## config.mk

```make
export PLATFORM = sky130hd
export DESIGN_NAME = txbcp_parser
export DESIGN_NICKNAME = d
export VERILOG_FILES = /design/src/rtl/txbcp_pkg.sv /design/src/rtl/txbcp_parser.sv /design/src/rtl/txbcp_fifo.sv
export VERILOG_INCLUDE_DIRS = /design/src /design/src/rtl
export SDC_FILE = /design/constraint.sdc
export NUM_CORES = 1
export LEC_CHECK = 0
export BUFFER_PORTS_ARGS = -buffer_cell sky130_fd_sc_hd__buf_2
export CORE_MARGIN = 2
export CORE_UTILIZATION = 58
export CTS_BUF_LIST = sky130_fd_sc_hd__clkbuf_8
export CTS_CLUSTER_DIAMETER = 60
export CTS_CLUSTER_SIZE = 12
export DETAILED_ROUTE_END_ITERATION = 16
export PLACE_DENSITY = 0.85
export SYNTH_ARGS = -nofsm -noshare
export SYNTH_HDL_FRONTEND = slang
export SYNTH_HIERARCHICAL = 1
export SYNTH_SLANG_ARGS = --single-unit
```

## constraint.sdc

```tcl
create_clock -name CLK_SYS -period 3.8 [get_ports CLK_SYS]
set_input_delay 0.76 -clock CLK_SYS [delete_from_list [all_inputs] [get_ports CLK_SYS]]
set_output_delay 0.76 -clock CLK_SYS [all_outputs]
set_load 0.05 [all_outputs]
```

## src/rtl/txbcp_map.svh

```systemverilog
// field positions, codes and reset values of the transmit buffer command parser
`ifndef TXBCP_MAP_SVH
`define TXBCP_MAP_SVH
`define TXBCP_A_DONE_BIT   31
`define TXBCP_A_ALIGN_LO   24
`define TXBCP_A_OFF_LO     16
`define TXBCP_A_FIRST_BIT  13
`define TXBCP_A_LAST_BIT   12
`define TXBCP_SIZE_HI      10
`define TXBCP_B_TAG_LO     16
`define TXBCP_B_CK_BIT     14
`define TXBCP_B_NOCRC_BIT  13
`define TXBCP_B_NOPAD_BIT  12
`define TXBCP_ALIGN_4      2'h0
`define TXBCP_ALIGN_16     2'h1
`define TXBCP_ALIGN_32     2'h2
`define TXBCP_ALIGN_RSVD   2'h3
`define TXBCP_MASK_16      3'h3
`define TXBCP_MASK_32      3'h7
`define TXBCP_FIFO_DEPTH   32
`define TXBCP_RST_TAG      16'h0000
`endif

```

## src/rtl/txbcp_pkg.sv

```systemverilog
// types shared by the transmit buffer command parser
package txbcp_pkg;
  typedef enum logic [2:0] {
    ST_CMDA  = 3'b000,
    ST_CMDB  = 3'b001,
    ST_SKIP  = 3'b010,
    ST_DATA  = 3'b011,
    ST_BYTES = 3'b100,
    ST_PAD   = 3'b101
  } txbcp_state_type;
endpackage

```

## src/rtl/txbcp_parser.sv

```systemverilog
// transmit buffer command parser: strips commands, offsets and filler, forwards bytes
//
// Behaviour
// - command A bit 13 first, bit 12 last
// - command A size bits bound the buffer
// - offset, size plus alignment give filler dword count
// - packet byte total mismatch sets error flag
// - command B tag copied for packet status
// - checksum needs B bit14, first, engine enable
// - B bit 13 suppresses appended CRC
// - B bit 12 suppresses short frame padding
// - padding disabled still forces CRC append
// - payload follows the command words
// - offset low bits select first byte lane
// - offset upper bits skip up to seven dwords
// - unused trailing bytes never forwarded
// - end alignment of 4, 16, 32 bytes
// - filler dwords are discarded
// - alignment codes 00, 01, 10; 11 reserved
// - A bit 31 raises buffer loaded flag
// - command B only follows first buffers
`include "txbcp_map.svh"
module txbcp_parser
  import txbcp_pkg::*;
#(
  parameter int FIFO_DEPTH = `TXBCP_FIFO_DEPTH
)
(
  // clock and reset
  input  wire logic        CLK_SYS,
  input  wire logic        RST,
  // host dword stream
  input  wire logic [31:0] IN_DATA,
  input  wire logic        IN_VALID,
  output logic             IN_READY,
  // byte stream towards the mac side fifo
  output logic [7:0]       OUT_DATA,
  output logic             OUT_LAST,
  output logic             OUT_VALID,
  input  wire logic        OUT_READY,
  // packet controls from command B
  output logic [15:0]      FRAME_TAG,
  output logic             CHECKSUM_REQUEST,
  output logic             CRC_APPEND,
  output logic             PAD_ENABLE,
  // configuration and status
  input  wire logic        CHECKSUM_ENGINE_ENABLE,
  input  wire logic        ERROR_CLEAR,
  output logic             TRANSMIT_ERROR_FLAG,
  output logic             BUFFER_LOADED_FLAG
);
  txbcp_state_type st, next_st;
  logic [10:0]     cnt, next_cnt;
  logic [11:0]     total, next_total;
  logic [10:0]     pkt_len, next_pkt_len;
  logic [2:0]      skip, next_skip;
  logic [2:0]      pad, next_pad;
  logic [1:0]      off_byte, next_off_byte;
  logic [1:0]      idx, next_idx;
  logic [31:0]     hold, next_hold;
  logic            first, next_first;
  logic            last, next_last;
  logic            done_req, next_done_req;
  logic            first_word, next_first_word;
  logic [15:0]     next_tag;
  logic            next_ck, next_crc, next_padq, next_err, next_loaded;
  logic            err_set, go_body, go_tail, buf_end, push, fifo_ready;
  logic [8:0]      fifo_out;
  // dwords the buffer body occupies before filler, low bits suffice for padding
  function automatic logic [2:0] body_dwords(input logic [2:0] skp, input logic [1:0] ob, input logic [10:0] sz);
    logic [12:0] sum;
    sum = 13'(ob) + 13'(sz) + 13'h3;
    return (sz == 11'h0) ? skp : skp + sum[4:2];
  endfunction
  function automatic logic [2:0] filler_dwords(input logic [2:0] n, input logic [1:0] al);
    logic [2:0] mask;
    mask = (al == `TXBCP_ALIGN_16) ? `TXBCP_MASK_16 : (al == `TXBCP_ALIGN_32) ? `TXBCP_MASK_32 : 3'h0;
    return (3'h0 - n) & mask;
  endfunction
  function automatic logic [7:0] pick_byte(input logic [31:0] w, input logic [1:0] lane);
    return w[{lane, 3'h0} +: 8];
  endfunction

  always_comb
  begin
    next_st = st;
    next_cnt = cnt;
    next_total = total;
    next_pkt_len = pkt_len;
    next_skip = skip;
    next_pad = pad;
    next_off_byte = off_byte;
    next_idx = idx;
    next_hold = hold;
    next_first = first;
    next_last = last;
    next_done_req = done_req;
    next_first_word = first_word;
    next_tag = FRAME_TAG;
    next_ck = CHECKSUM_REQUEST;
    next_crc = CRC_APPEND;
    next_padq = PAD_ENABLE;
    err_set = 1'b0;
    go_body = 1'b0;
    go_tail = 1'b0;
    buf_end = 1'b0;
    push = 1'b0;
    IN_READY = 1'b0;
    case (st)
      ST_CMDA:
      begin
        IN_READY = 1'b1;
        if (IN_VALID)
        begin
          next_first = IN_DATA[`TXBCP_A_FIRST_BIT];
          next_last = IN_DATA[`TXBCP_A_LAST_BIT];
          next_done_req = IN_DATA[`TXBCP_A_DONE_BIT];
          next_cnt = IN_DATA[`TXBCP_SIZE_HI:0];
          next_off_byte = IN_DATA[`TXBCP_A_OFF_LO +: 2];
          next_skip = IN_DATA[`TXBCP_A_OFF_LO + 2 +: 3];
          next_first_word = 1'b1;
          // restart the running total on a first buffer
          next_total = next_first ? 12'(next_cnt) : total + 12'(next_cnt);
          next_pad = filler_dwords(body_dwords(next_skip, next_off_byte, next_cnt),
                                   IN_DATA[`TXBCP_A_ALIGN_LO +: 2]);
          // reserved alignment code is treated as four bytes and reported
          if (IN_DATA[`TXBCP_A_ALIGN_LO +: 2] == `TXBCP_ALIGN_RSVD)
            err_set = 1'b1;
          if (next_first)
            next_st = ST_CMDB;
          else
            go_body = 1'b1;
        end
      end
      ST_CMDB:
      begin
        IN_READY = 1'b1;
        if (IN_VALID)
        begin
          next_tag = IN_DATA[`TXBCP_B_TAG_LO +: 16];
          next_ck = IN_DATA[`TXBCP_B_CK_BIT] && first && CHECKSUM_ENGINE_ENABLE;
          next_crc = !IN_DATA[`TXBCP_B_NOCRC_BIT] || IN_DATA[`TXBCP_B_NOPAD_BIT];
          next_padq = !IN_DATA[`TXBCP_B_NOPAD_BIT];
          next_pkt_len = IN_DATA[`TXBCP_SIZE_HI:0];
          go_body = 1'b1;
        end
      end
      ST_SKIP:
      begin
        IN_READY = 1'b1;
        if (IN_VALID)
        begin
          next_skip = skip - 3'h1;
          if (skip == 3'h1)
            go_body = 1'b1;
        end
      end
      ST_DATA:
      begin
        IN_READY = 1'b1;
        if (IN_VALID)
        begin
          next_hold = IN_DATA;
          next_idx = first_word ? off_byte : 2'h0;
          next_first_word = 1'b0;
          next_st = ST_BYTES;
        end
      end
      ST_BYTES:
      begin
        if (fifo_ready)
        begin
          push = 1'b1;
          next_cnt = cnt - 11'h1;
          next_idx = idx + 2'h1;
          // remaining lanes of the final dword are dropped here
          if (cnt == 11'h1)
            go_tail = 1'b1;
          else if (idx == 2'h3)
            next_st = ST_DATA;
        end
      end
      ST_PAD:
      begin
        IN_READY = 1'b1;
        if (IN_VALID)
        begin
          next_pad = pad - 3'h1;
          if (pad == 3'h1)
            go_tail = 1'b1;
        end
      end
      default:
        next_st = ST_CMDA;
    endcase
    if (go_body)
    begin
      if (next_skip != 3'h0)
        next_st = ST_SKIP;
      else if (next_cnt != 11'h0)
        next_st = ST_DATA;
      else
        go_tail = 1'b1;
    end
    if (go_tail)
    begin
      if (next_pad != 3'h0)
        next_st = ST_PAD;
      else
      begin
        buf_end = 1'b1;
        next_st = ST_CMDA;
      end
    end
    if (buf_end && next_last && (next_total != 12'(next_pkt_len)))
      err_set = 1'b1;
    // a new error wins over a clear in the same cycle
    next_err = err_set || (TRANSMIT_ERROR_FLAG && !ERROR_CLEAR);
    next_loaded = buf_end && next_done_req;
  end

  always_ff @(posedge CLK_SYS)
  begin
    if (RST)
    begin
      st <= ST_CMDA;
      cnt <= 11'h000;
      total <= 12'h000;
      pkt_len <= 11'h000;
      skip <= 3'h0;
      pad <= 3'h0;
      off_byte <= 2'h0;
      idx <= 2'h0;
      hold <= 32'h0000_0000;
      first <= 1'b0;
      last <= 1'b0;
      done_req <= 1'b0;
      first_word <= 1'b0;
      FRAME_TAG <= `TXBCP_RST_TAG;
      CHECKSUM_REQUEST <= 1'b0;
      CRC_APPEND <= 1'b1;
      PAD_ENABLE <= 1'b1;
      TRANSMIT_ERROR_FLAG <= 1'b0;
      BUFFER_LOADED_FLAG <= 1'b0;
    end
    else
    begin
      st <= next_st;
      cnt <= next_cnt;
      total <= next_total;
      pkt_len <= next_pkt_len;
      skip <= next_skip;
      pad <= next_pad;
      off_byte <= next_off_byte;
      idx <= next_idx;
      hold <= next_hold;
      first <= next_first;
      last <= next_last;
      done_req <= next_done_req;
      first_word <= next_first_word;
      FRAME_TAG <= next_tag;
      CHECKSUM_REQUEST <= next_ck;
      CRC_APPEND <= next_crc;
      PAD_ENABLE <= next_padq;
      TRANSMIT_ERROR_FLAG <= next_err;
      BUFFER_LOADED_FLAG <= next_loaded;
    end
  end

  // the fifo decouples the parser from a stalling mac side
  txbcp_fifo #(
    .WIDTH (9),
    .DEPTH (FIFO_DEPTH)
  ) u_fifo (
    .clk       (CLK_SYS),
    .rst       (RST),
    .in_data   ({last && (cnt == 11'h1), pick_byte(hold, idx)}),
    .in_valid  (push),
    .in_ready  (fifo_ready),
    .out_data  (fifo_out),
    .out_valid (OUT_VALID),
    .out_ready (OUT_READY)
  );
  assign OUT_DATA = fifo_out[7:0];
  assign OUT_LAST = fifo_out[8];
endmodule

```

## src/rtl/txbcp_fifo.sv

```systemverilog
// synchronous fifo with valid/ready on both sides
module txbcp_fifo
  import txbcp_pkg::*;
#(
  parameter int WIDTH = 9,
  parameter int DEPTH = 32
)
(
  // clock and reset
  input  wire logic             clk,
  input  wire logic             rst,
  // fill side
  input  wire logic [WIDTH-1:0] in_data,
  input  wire logic             in_valid,
  output logic                  in_ready,
  // drain side
  output logic      [WIDTH-1:0] out_data,
  output logic                  out_valid,
  input  wire logic             out_ready
);
  localparam int AW = $clog2(DEPTH);
  logic [WIDTH-1:0] mem [DEPTH];
  logic [AW-1:0]    wr_ptr;
  logic [AW-1:0]    rd_ptr;
  logic [AW:0]      count;
  logic [AW-1:0]    next_wr_ptr;
  logic [AW-1:0]    next_rd_ptr;
  logic [AW:0]      next_count;
  logic             wr;
  logic             rd;

  assign in_ready  = (count != AW'(0) + (AW+1)'(DEPTH)) ;
  assign out_valid = (count != '0);
  assign out_data  = mem[rd_ptr];

  always_comb
  begin
    wr = in_valid && in_ready;
    rd = out_valid && out_ready;
    next_wr_ptr = wr ? ((wr_ptr == AW'(DEPTH - 1)) ? '0 : wr_ptr + 1'b1) : wr_ptr;
    next_rd_ptr = rd ? ((rd_ptr == AW'(DEPTH - 1)) ? '0 : rd_ptr + 1'b1) : rd_ptr;
    next_count = count + (AW+1)'(wr) - (AW+1)'(rd);
  end

  always_ff @(posedge clk)
  begin
    if (rst)
    begin
      wr_ptr <= '0;
      rd_ptr <= '0;
      count  <= '0;
    end
    else
    begin
      wr_ptr <= next_wr_ptr;
      rd_ptr <= next_rd_ptr;
      count  <= next_count;
    end
    if (wr)
      mem[wr_ptr] <= in_data;
  end
endmodule

```

==> impl_metrics.env, run 1 <==
export IMPL_ys_ff_latch=413
export IMPL_synth_top_area_share_pct=47.75
export IMPL_yosys_warnings=6
export IMPL_wl_per_cell_um=21.45
export IMPL_arrival_ps=2920
export IMPL_setup_tns_final_ps=0
export IMPL_io_pins=70
export IMPL_start_kind="flop"
export IMPL_numCtsBuffers=43
export IMPL_grt_pass1_vias=11910
export IMPL_grt_max_degree=94
export IMPL_drive_gt1_share_pct=17.03
export IMPL_wl_um=41400
export IMPL_ys_types=78
export IMPL_syn_inst=1415
export IMPL_clk_pin_slew_ps=80
export IMPL_status="finished clean"
export IMPL_portBuffers=69
export IMPL_netlist_area_um2=18110
export IMPL_fin_area_um2=19880
export IMPL_first_pass_iters=5
export IMPL_die_x_um=180.7
export IMPL_netlist_top_cells_area="edfxtp_1 48%, dfxtp_1 14%, mux4_2 5.5%"
export IMPL_slew_headroom_pct=27.25
export IMPL_dpl_cell_area_um2=19140
export IMPL_hold_class="in2reg"
export IMPL_finalHoldViolations=0
export IMPL_setup_violations_final=0
export IMPL_grt_total_usage_pct=25.08
export IMPL_max_cap_violations=0
export IMPL_via_per_inst=6.322
export IMPL_vdd_drop_max_uv=272.2
export IMPL_worst_path_max_fanout=18
export IMPL_dpl_hpwl_um=27120
export IMPL_grt_setup_unrepaired="no"
export IMPL_worstSetupPathType="reg2out"
export IMPL_drt_iter0_drc=1224
export IMPL_power_density_nw_per_um2=476.2
export IMPL_p_leak_nw=6.802
export IMPL_syn_area_per_cell_um2=12.80
export IMPL_die_area_um2=32650
export IMPL_core_area_um2=30670
export IMPL_chipHeight_um=180.7
export IMPL_grt_overflow=0
export IMPL_fin_nets=1593
export IMPL_tightestPinTransition_ps=1090
export IMPL_synth_edf_count=288
export IMPL_cts_sinks=413
export IMPL_seq_area_um2=11160
export IMPL_worst_slack_ps=122.5
export IMPL_power_mw=9.467
export IMPL_drv_slew=0
export IMPL_clockBufferDepth=3
export IMPL_netlist_top_cells_count="288 x edfxtp_1, 149 x nand2_1, 125 x dfxtp_1"
export IMPL_rows=64
export IMPL_root_buffer="clkbuf_8"
export IMPL_finClkSkew_ps=57.29
export IMPL_synth_most_common_cell="edfxtp_1"
export IMPL_clock_latency_ps=600
export IMPL_synthFlopType="edfxtp_1"
export IMPL_finalCriticalPeriod_ps=3677
export IMPL_gp_congestion=0.9030
export IMPL_hold_buffers=0
export IMPL_grt_pass1_wl_um=64590
export IMPL_htreeDepth=2
export IMPL_synth_nets=1497
export IMPL_period_share_pct=96.78
export IMPL_required_ps=3040
export IMPL_critPathCaptureType="output port"
export IMPL_yosysSeqAreaShare_pct=61.57
export IMPL_drtAntennaViolNets=0
export IMPL_yosysTopAreaCell="edfxtp_1"
export IMPL_antenna_found_initial=2
export IMPL_tritoncts="done"
export IMPL_syn2layout_area_growth_pct=9.769
export IMPL_synthArstFlopShare_pct=0
export IMPL_fmax_mhz=271.9
export IMPL_dp_slack_ps=-328.3
export IMPL_filler_cell_count=2210
export IMPL_vias=12200
export IMPL_start_util_pct=59.05
export IMPL_drc=0
export IMPL_multiInputGateArea_um2=6487
## per-layer routing
layer	up-vias	wire length, um	track usage, %
met5	-	13	0
met4	2	1337	9.355
met3	110	3171	3.225
met2	590	20520	41.81
met1	5984	16360	33.99
li1	5515	-	-
## timing repair
action                                  in CTS  in global routing
pin swaps                                    0                  0
endpoints found under the setup margin       6                  1
buffers inserted                             0                  0
cloned                                       0                  0
hold endpoints to repair                     0                  0
resized for setup                            1                  1
## placed cells by master, fill, tap and decap left out, types with 7 or more instances in the layout
cell	instances
a211oi_1	8
xnor2_1	9
buf_2	68
nor3b_1	7
a22o_1	9
dfxtp_1	123
nor4_1	10
a221oi_1	11
mux4_2	44
clkbuf_8	43
edfxtp_1	288
buf_4	63
a22oi_1	38
ha_1	39
a21oi_1	95
or3_1	8
nor2_1	97
xor2_1	9
o21ai_0	33
mux2i_1	89
nand2_1	149
nand3_1	50
inv_1	49
nor3_1	13
nor2b_1	19
a31oi_1	9
and3_1	11
## layout make-up
class	instances	area share [%]
flip-flops and latches	413	56.13
multi-input cells	881	32.63
repair buffers	134	4.349
clock buffers	43	2.977
well taps	396	2.492
inverters	38	0.7175
clock inverters	24	0.6861
diodes	1	0.01259
## through the flow
stage | std cells | hold WS, ps | utilization, %
detailed placement | 1862 | 445.3 | 62.41
floorplan | 1415 | 433.1 | -
CTS | 1929 | 405.5 | 64.80
finish | 1930 | 428.7 | 64.82
global placement | 1862 | 439.3 | 62.41
global route | 1929 | 436.9 | 64.81
## flip-flops by register name (all words and copies together) (netlist names), 2 cells and up, named ones only
signal and cells:
st 3, u_fifo/mem 288, off_byte 2, hold 32
skip 3, u_fifo/rd_ptr 5, idx 2, cnt 11
u_fifo/wr_ptr 5, u_fifo/count 6, pkt_len 11, total 12
FRAME_TAG 16, pad 3
## critical path, stage by stage, from the launching register on
cell and delay, ps:
dfxtp_4 590, buf_4 230, mux4_2 510, a22o_1 240
a221oi_1 400, nand3_1 150, buf_2 230
## worst paths after layout
kind,from,endpoint,slack [ps],depth (start not counted)
worst min-delay path,IN_DATA[15],hold[15]$_SDFFE_PP0P_,430,3
worst min register to register,FRAME_TAG[5]$_SDFFE_PP0P_,FRAME_TAG[5]$_SDFFE_PP0P_,450,2
worst max-delay path,flop,OUT_DATA[2],120,6
worst max register to register,u_fifo/count[2]$_SDFF_PP0_,TRANSMIT_ERROR_FLAG$_SDFF_PP0_,400,11
## report_power, final
group | leakage (nW) | total [mW] | internal [mW] | switching [mW]
clock network | 0.420 | 2.57 | 1.08 | 1.50
registers | 3.63 | 5.03 | 4.90 | 0.136
logic | 2.75 | 1.86 | 0.719 | 1.14
total | 6.80 | 9.47 | 6.69 | 2.77
## cells by family after synthesis
group	Yosys count	share of synthesized area [%]
simple gates	421	11.39
compound gates	261	9.507
fa+ha+maj	44	3.206
mux	137	10.64
flops	413	61.57
xor+xnor	18	0.8706
buf+inv	121	2.812
No activity file was read; power rests on OpenSTA's default activity.
==> run 2: changes to the inputs <==
--- a/config.mk
+++ b/config.mk
@@ -8,12 +8,11 @@
 export LEC_CHECK = 0
 export BUFFER_PORTS_ARGS = -buffer_cell sky130_fd_sc_hd__buf_2
 export CORE_MARGIN = 2
-export CORE_UTILIZATION = 58
-export CTS_BUF_LIST = sky130_fd_sc_hd__clkbuf_8
+export CORE_UTILIZATION = 56
 export CTS_CLUSTER_DIAMETER = 60
 export CTS_CLUSTER_SIZE = 12
 export DETAILED_ROUTE_END_ITERATION = 16
-export PLACE_DENSITY = 0.85
+export PLACE_DENSITY = 0.83
 export SYNTH_ARGS = -nofsm -noshare
 export SYNTH_HDL_FRONTEND = slang
 export SYNTH_HIERARCHICAL = 1
==> run 2 against run 1 <==
Net effect:
- fmax up 1.1%
- final cell count grew 0.16%
- via count increased by 1.2%
- global-route usage up 0.085 points
- total power rose by 13%
- die area up 3.5%
- critical path depth fell by 1
- flip-flop and latch count stayed put
- final area increased by 2.5%
==> impl_metrics.env, run 2 (synthesized netlist as in run 1, its figures left out) <==
export IMPL_status="finished clean"
export IMPL_critPathCaptureType="output port"
export IMPL_grtUsageMet3_pct=4.536
export IMPL_drt_iter0_drc=1176
export IMPL_tritoncts="done"
export IMPL_finClkSkew_ps=29.77
export IMPL_root_buffer="clkbuf_16"
export IMPL_wl_um=42560
export IMPL_power_density_nw_per_um2=523.5
export IMPL_filler_cell_count=2248
export IMPL_postCtsSetupBuffers=0
export IMPL_crit_buf_inv=1
export IMPL_crit_slowest_cell="dfxtp_4"
export IMPL_dpl_cell_area_um2=19160
export IMPL_vdd_drop_max_uv=461.1
export IMPL_clk_pin_slew_ps=60
export IMPL_required_ps=3040
export IMPL_slowest_delay_ps=730
export IMPL_start_util_pct=57.10
export IMPL_grt_pass1_wl_um=65810
export IMPL_worstSetupPathType="reg2out"
export IMPL_cts_resized=0
export IMPL_dp_slack_ps=-312.4
export IMPL_cts_sinks=413
export IMPL_globalRoute_busiestLayer="met2"
export IMPL_syn2layout_area_growth_pct=12.56
export IMPL_hold_class="reg2reg"
export IMPL_io_pins=70
export IMPL_reg_top3="u_fifo/mem x288, hold x32, FRAME_TAG x16"
export IMPL_fin_nets=1593
export IMPL_finalCriticalPeriod_ps=3638
export IMPL_vias=12350
export IMPL_drv_slew=0
export IMPL_clock_latency_ps=540
export IMPL_via_per_inst=6.388
export IMPL_worst_path_max_fanout=38
export IMPL_use_met2_pct=42.37
export IMPL_tightestPinTransition_ps=1115
export IMPL_grt_setup_unrepaired="no"
export IMPL_p_leak_nw=6.976
export IMPL_grt_overflow=0
export IMPL_drc=0
export IMPL_clockBufferDepth=3
export IMPL_seq_area_um2=11160
export IMPL_grt_pass1_vias=12060
export IMPL_max_cap_violations=0
export IMPL_grt_max_degree=98
export IMPL_grtUsageMet1_pct=33.21
export IMPL_final_cell_mix="288 x edfxtp_1, 149 x nand2_1, 123 x dfxtp_1"
export IMPL_rows=65
export IMPL_top_register="u_fifo/mem"
export IMPL_finalHoldViolations=0
export IMPL_slew_headroom_pct=25.57
export IMPL_fmax_mhz=274.9
export IMPL_start_kind="flop"
export IMPL_wl_per_cell_um=22.02
export IMPL_setup_violations_final=0
export IMPL_die_x_um=183.8
export IMPL_grt_total_usage_pct=25.17
export IMPL_core_area_um2=31720
export IMPL_final_common_cell="edfxtp_1"
export IMPL_diodes=0
export IMPL_portBuffers=69
export IMPL_worst_slack_ps=162.1
export IMPL_antenna_found_initial=1
export IMPL_multiInputGateArea_um2=6487
export IMPL_dpl_hpwl_um=27070
export IMPL_drtAntennaViolNets=0
export IMPL_period_share_pct=95.73
export IMPL_die_area_um2=33790
export IMPL_first_pass_iters=8
export IMPL_numCtsBuffers=42
export IMPL_arrival_ps=2880
export IMPL_gp_congestion=0.9023
export IMPL_crit_chain="mux4_2, a22o_1, a221oi_1, nand3_1, buf_2"
export IMPL_htreeDepth=2
export IMPL_critical_path_top_delay_family="flip-flops"
export IMPL_fin_area_um2=20380
export IMPL_drive_gt1_share_pct=16.92
export IMPL_chipHeight_um=183.8
export IMPL_hold_buffers=0
export IMPL_largest_reg_flops=288
[run 2: final timing paths]
check                           slack (ps)  cells past startpoint                     to                  startpoint
worst max-delay path                   160                      5            OUT_DATA[1]                        flop
worst min-delay path                   450                      2  hold[14]$_SDFFE_PP0P_       hold[14]$_SDFFE_PP0P_
worst max register to register         430                     11       st[2]$_SDFF_PP0_  u_fifo/count[2]$_SDFF_PP0_
worst min register to register         450                      2  hold[14]$_SDFFE_PP0P_       hold[14]$_SDFFE_PP0P_
[run 2: cell type report]
type                    instances  share of cell area [%]
clock buffers                  58                   5.665
well taps                     402                   2.467
repair buffers                135                   4.278
inverters                      38                  0.6997
flip-flops and latches        413                   54.74
clock inverters                 6                  0.3253
multi-input cells             881                   31.83
[run 2: power breakdown]
| part | total [mW] | switching, mW | internal, mW | leakage (nW) |
|---|---|---|---|---|
| sequential | 5.04 | 0.135 | 4.90 | 3.63 |
| clock | 3.76 | 1.64 | 2.12 | 0.589 |
| combinational | 1.87 | 1.15 | 0.722 | 2.76 |
[run 2: stage by stage]
stage / cells / power [mW] / hold WS (ps) / TNS, ps / util [%]
final: 1933 / 10.67 / 453.5 / 0 / 64.27
after CTS: 1933 / 10.70 / 455.1 / 0 / 64.25
after global routing: 1933 / 11.07 / 461.6 / 0 / 64.27
after detailed placement: 1869 / 6.966 / 447.0 / -1075 / 60.40
after global placement: 1869 / 6.905 / 438.7 / -812.2 / 60.40
after floorplan: 1415 / 6.468 / 433.1 / 0 / -
[run 2: routing by layer]
layer | up-vias | share of wire, %
met2 | 573 | 49
li1 | 5523 | -
met5 | - | 0.031
met1 | 6135 | 40
met4 | 2 | 3.2
met3 | 115 | 7.6
[run 2: worst reg2reg max path, delay by kind of cell (launching register included)]
kind / cells / cell delay (ps)
adder cells (fa/ha/maj): 1 / 210
buffers and inverters: 1 / 60
AO/OA/AOI/OAI: 4 / 1260
flip-flops: 1 / 330
AND/OR/NAND/NOR: 5 / 1350
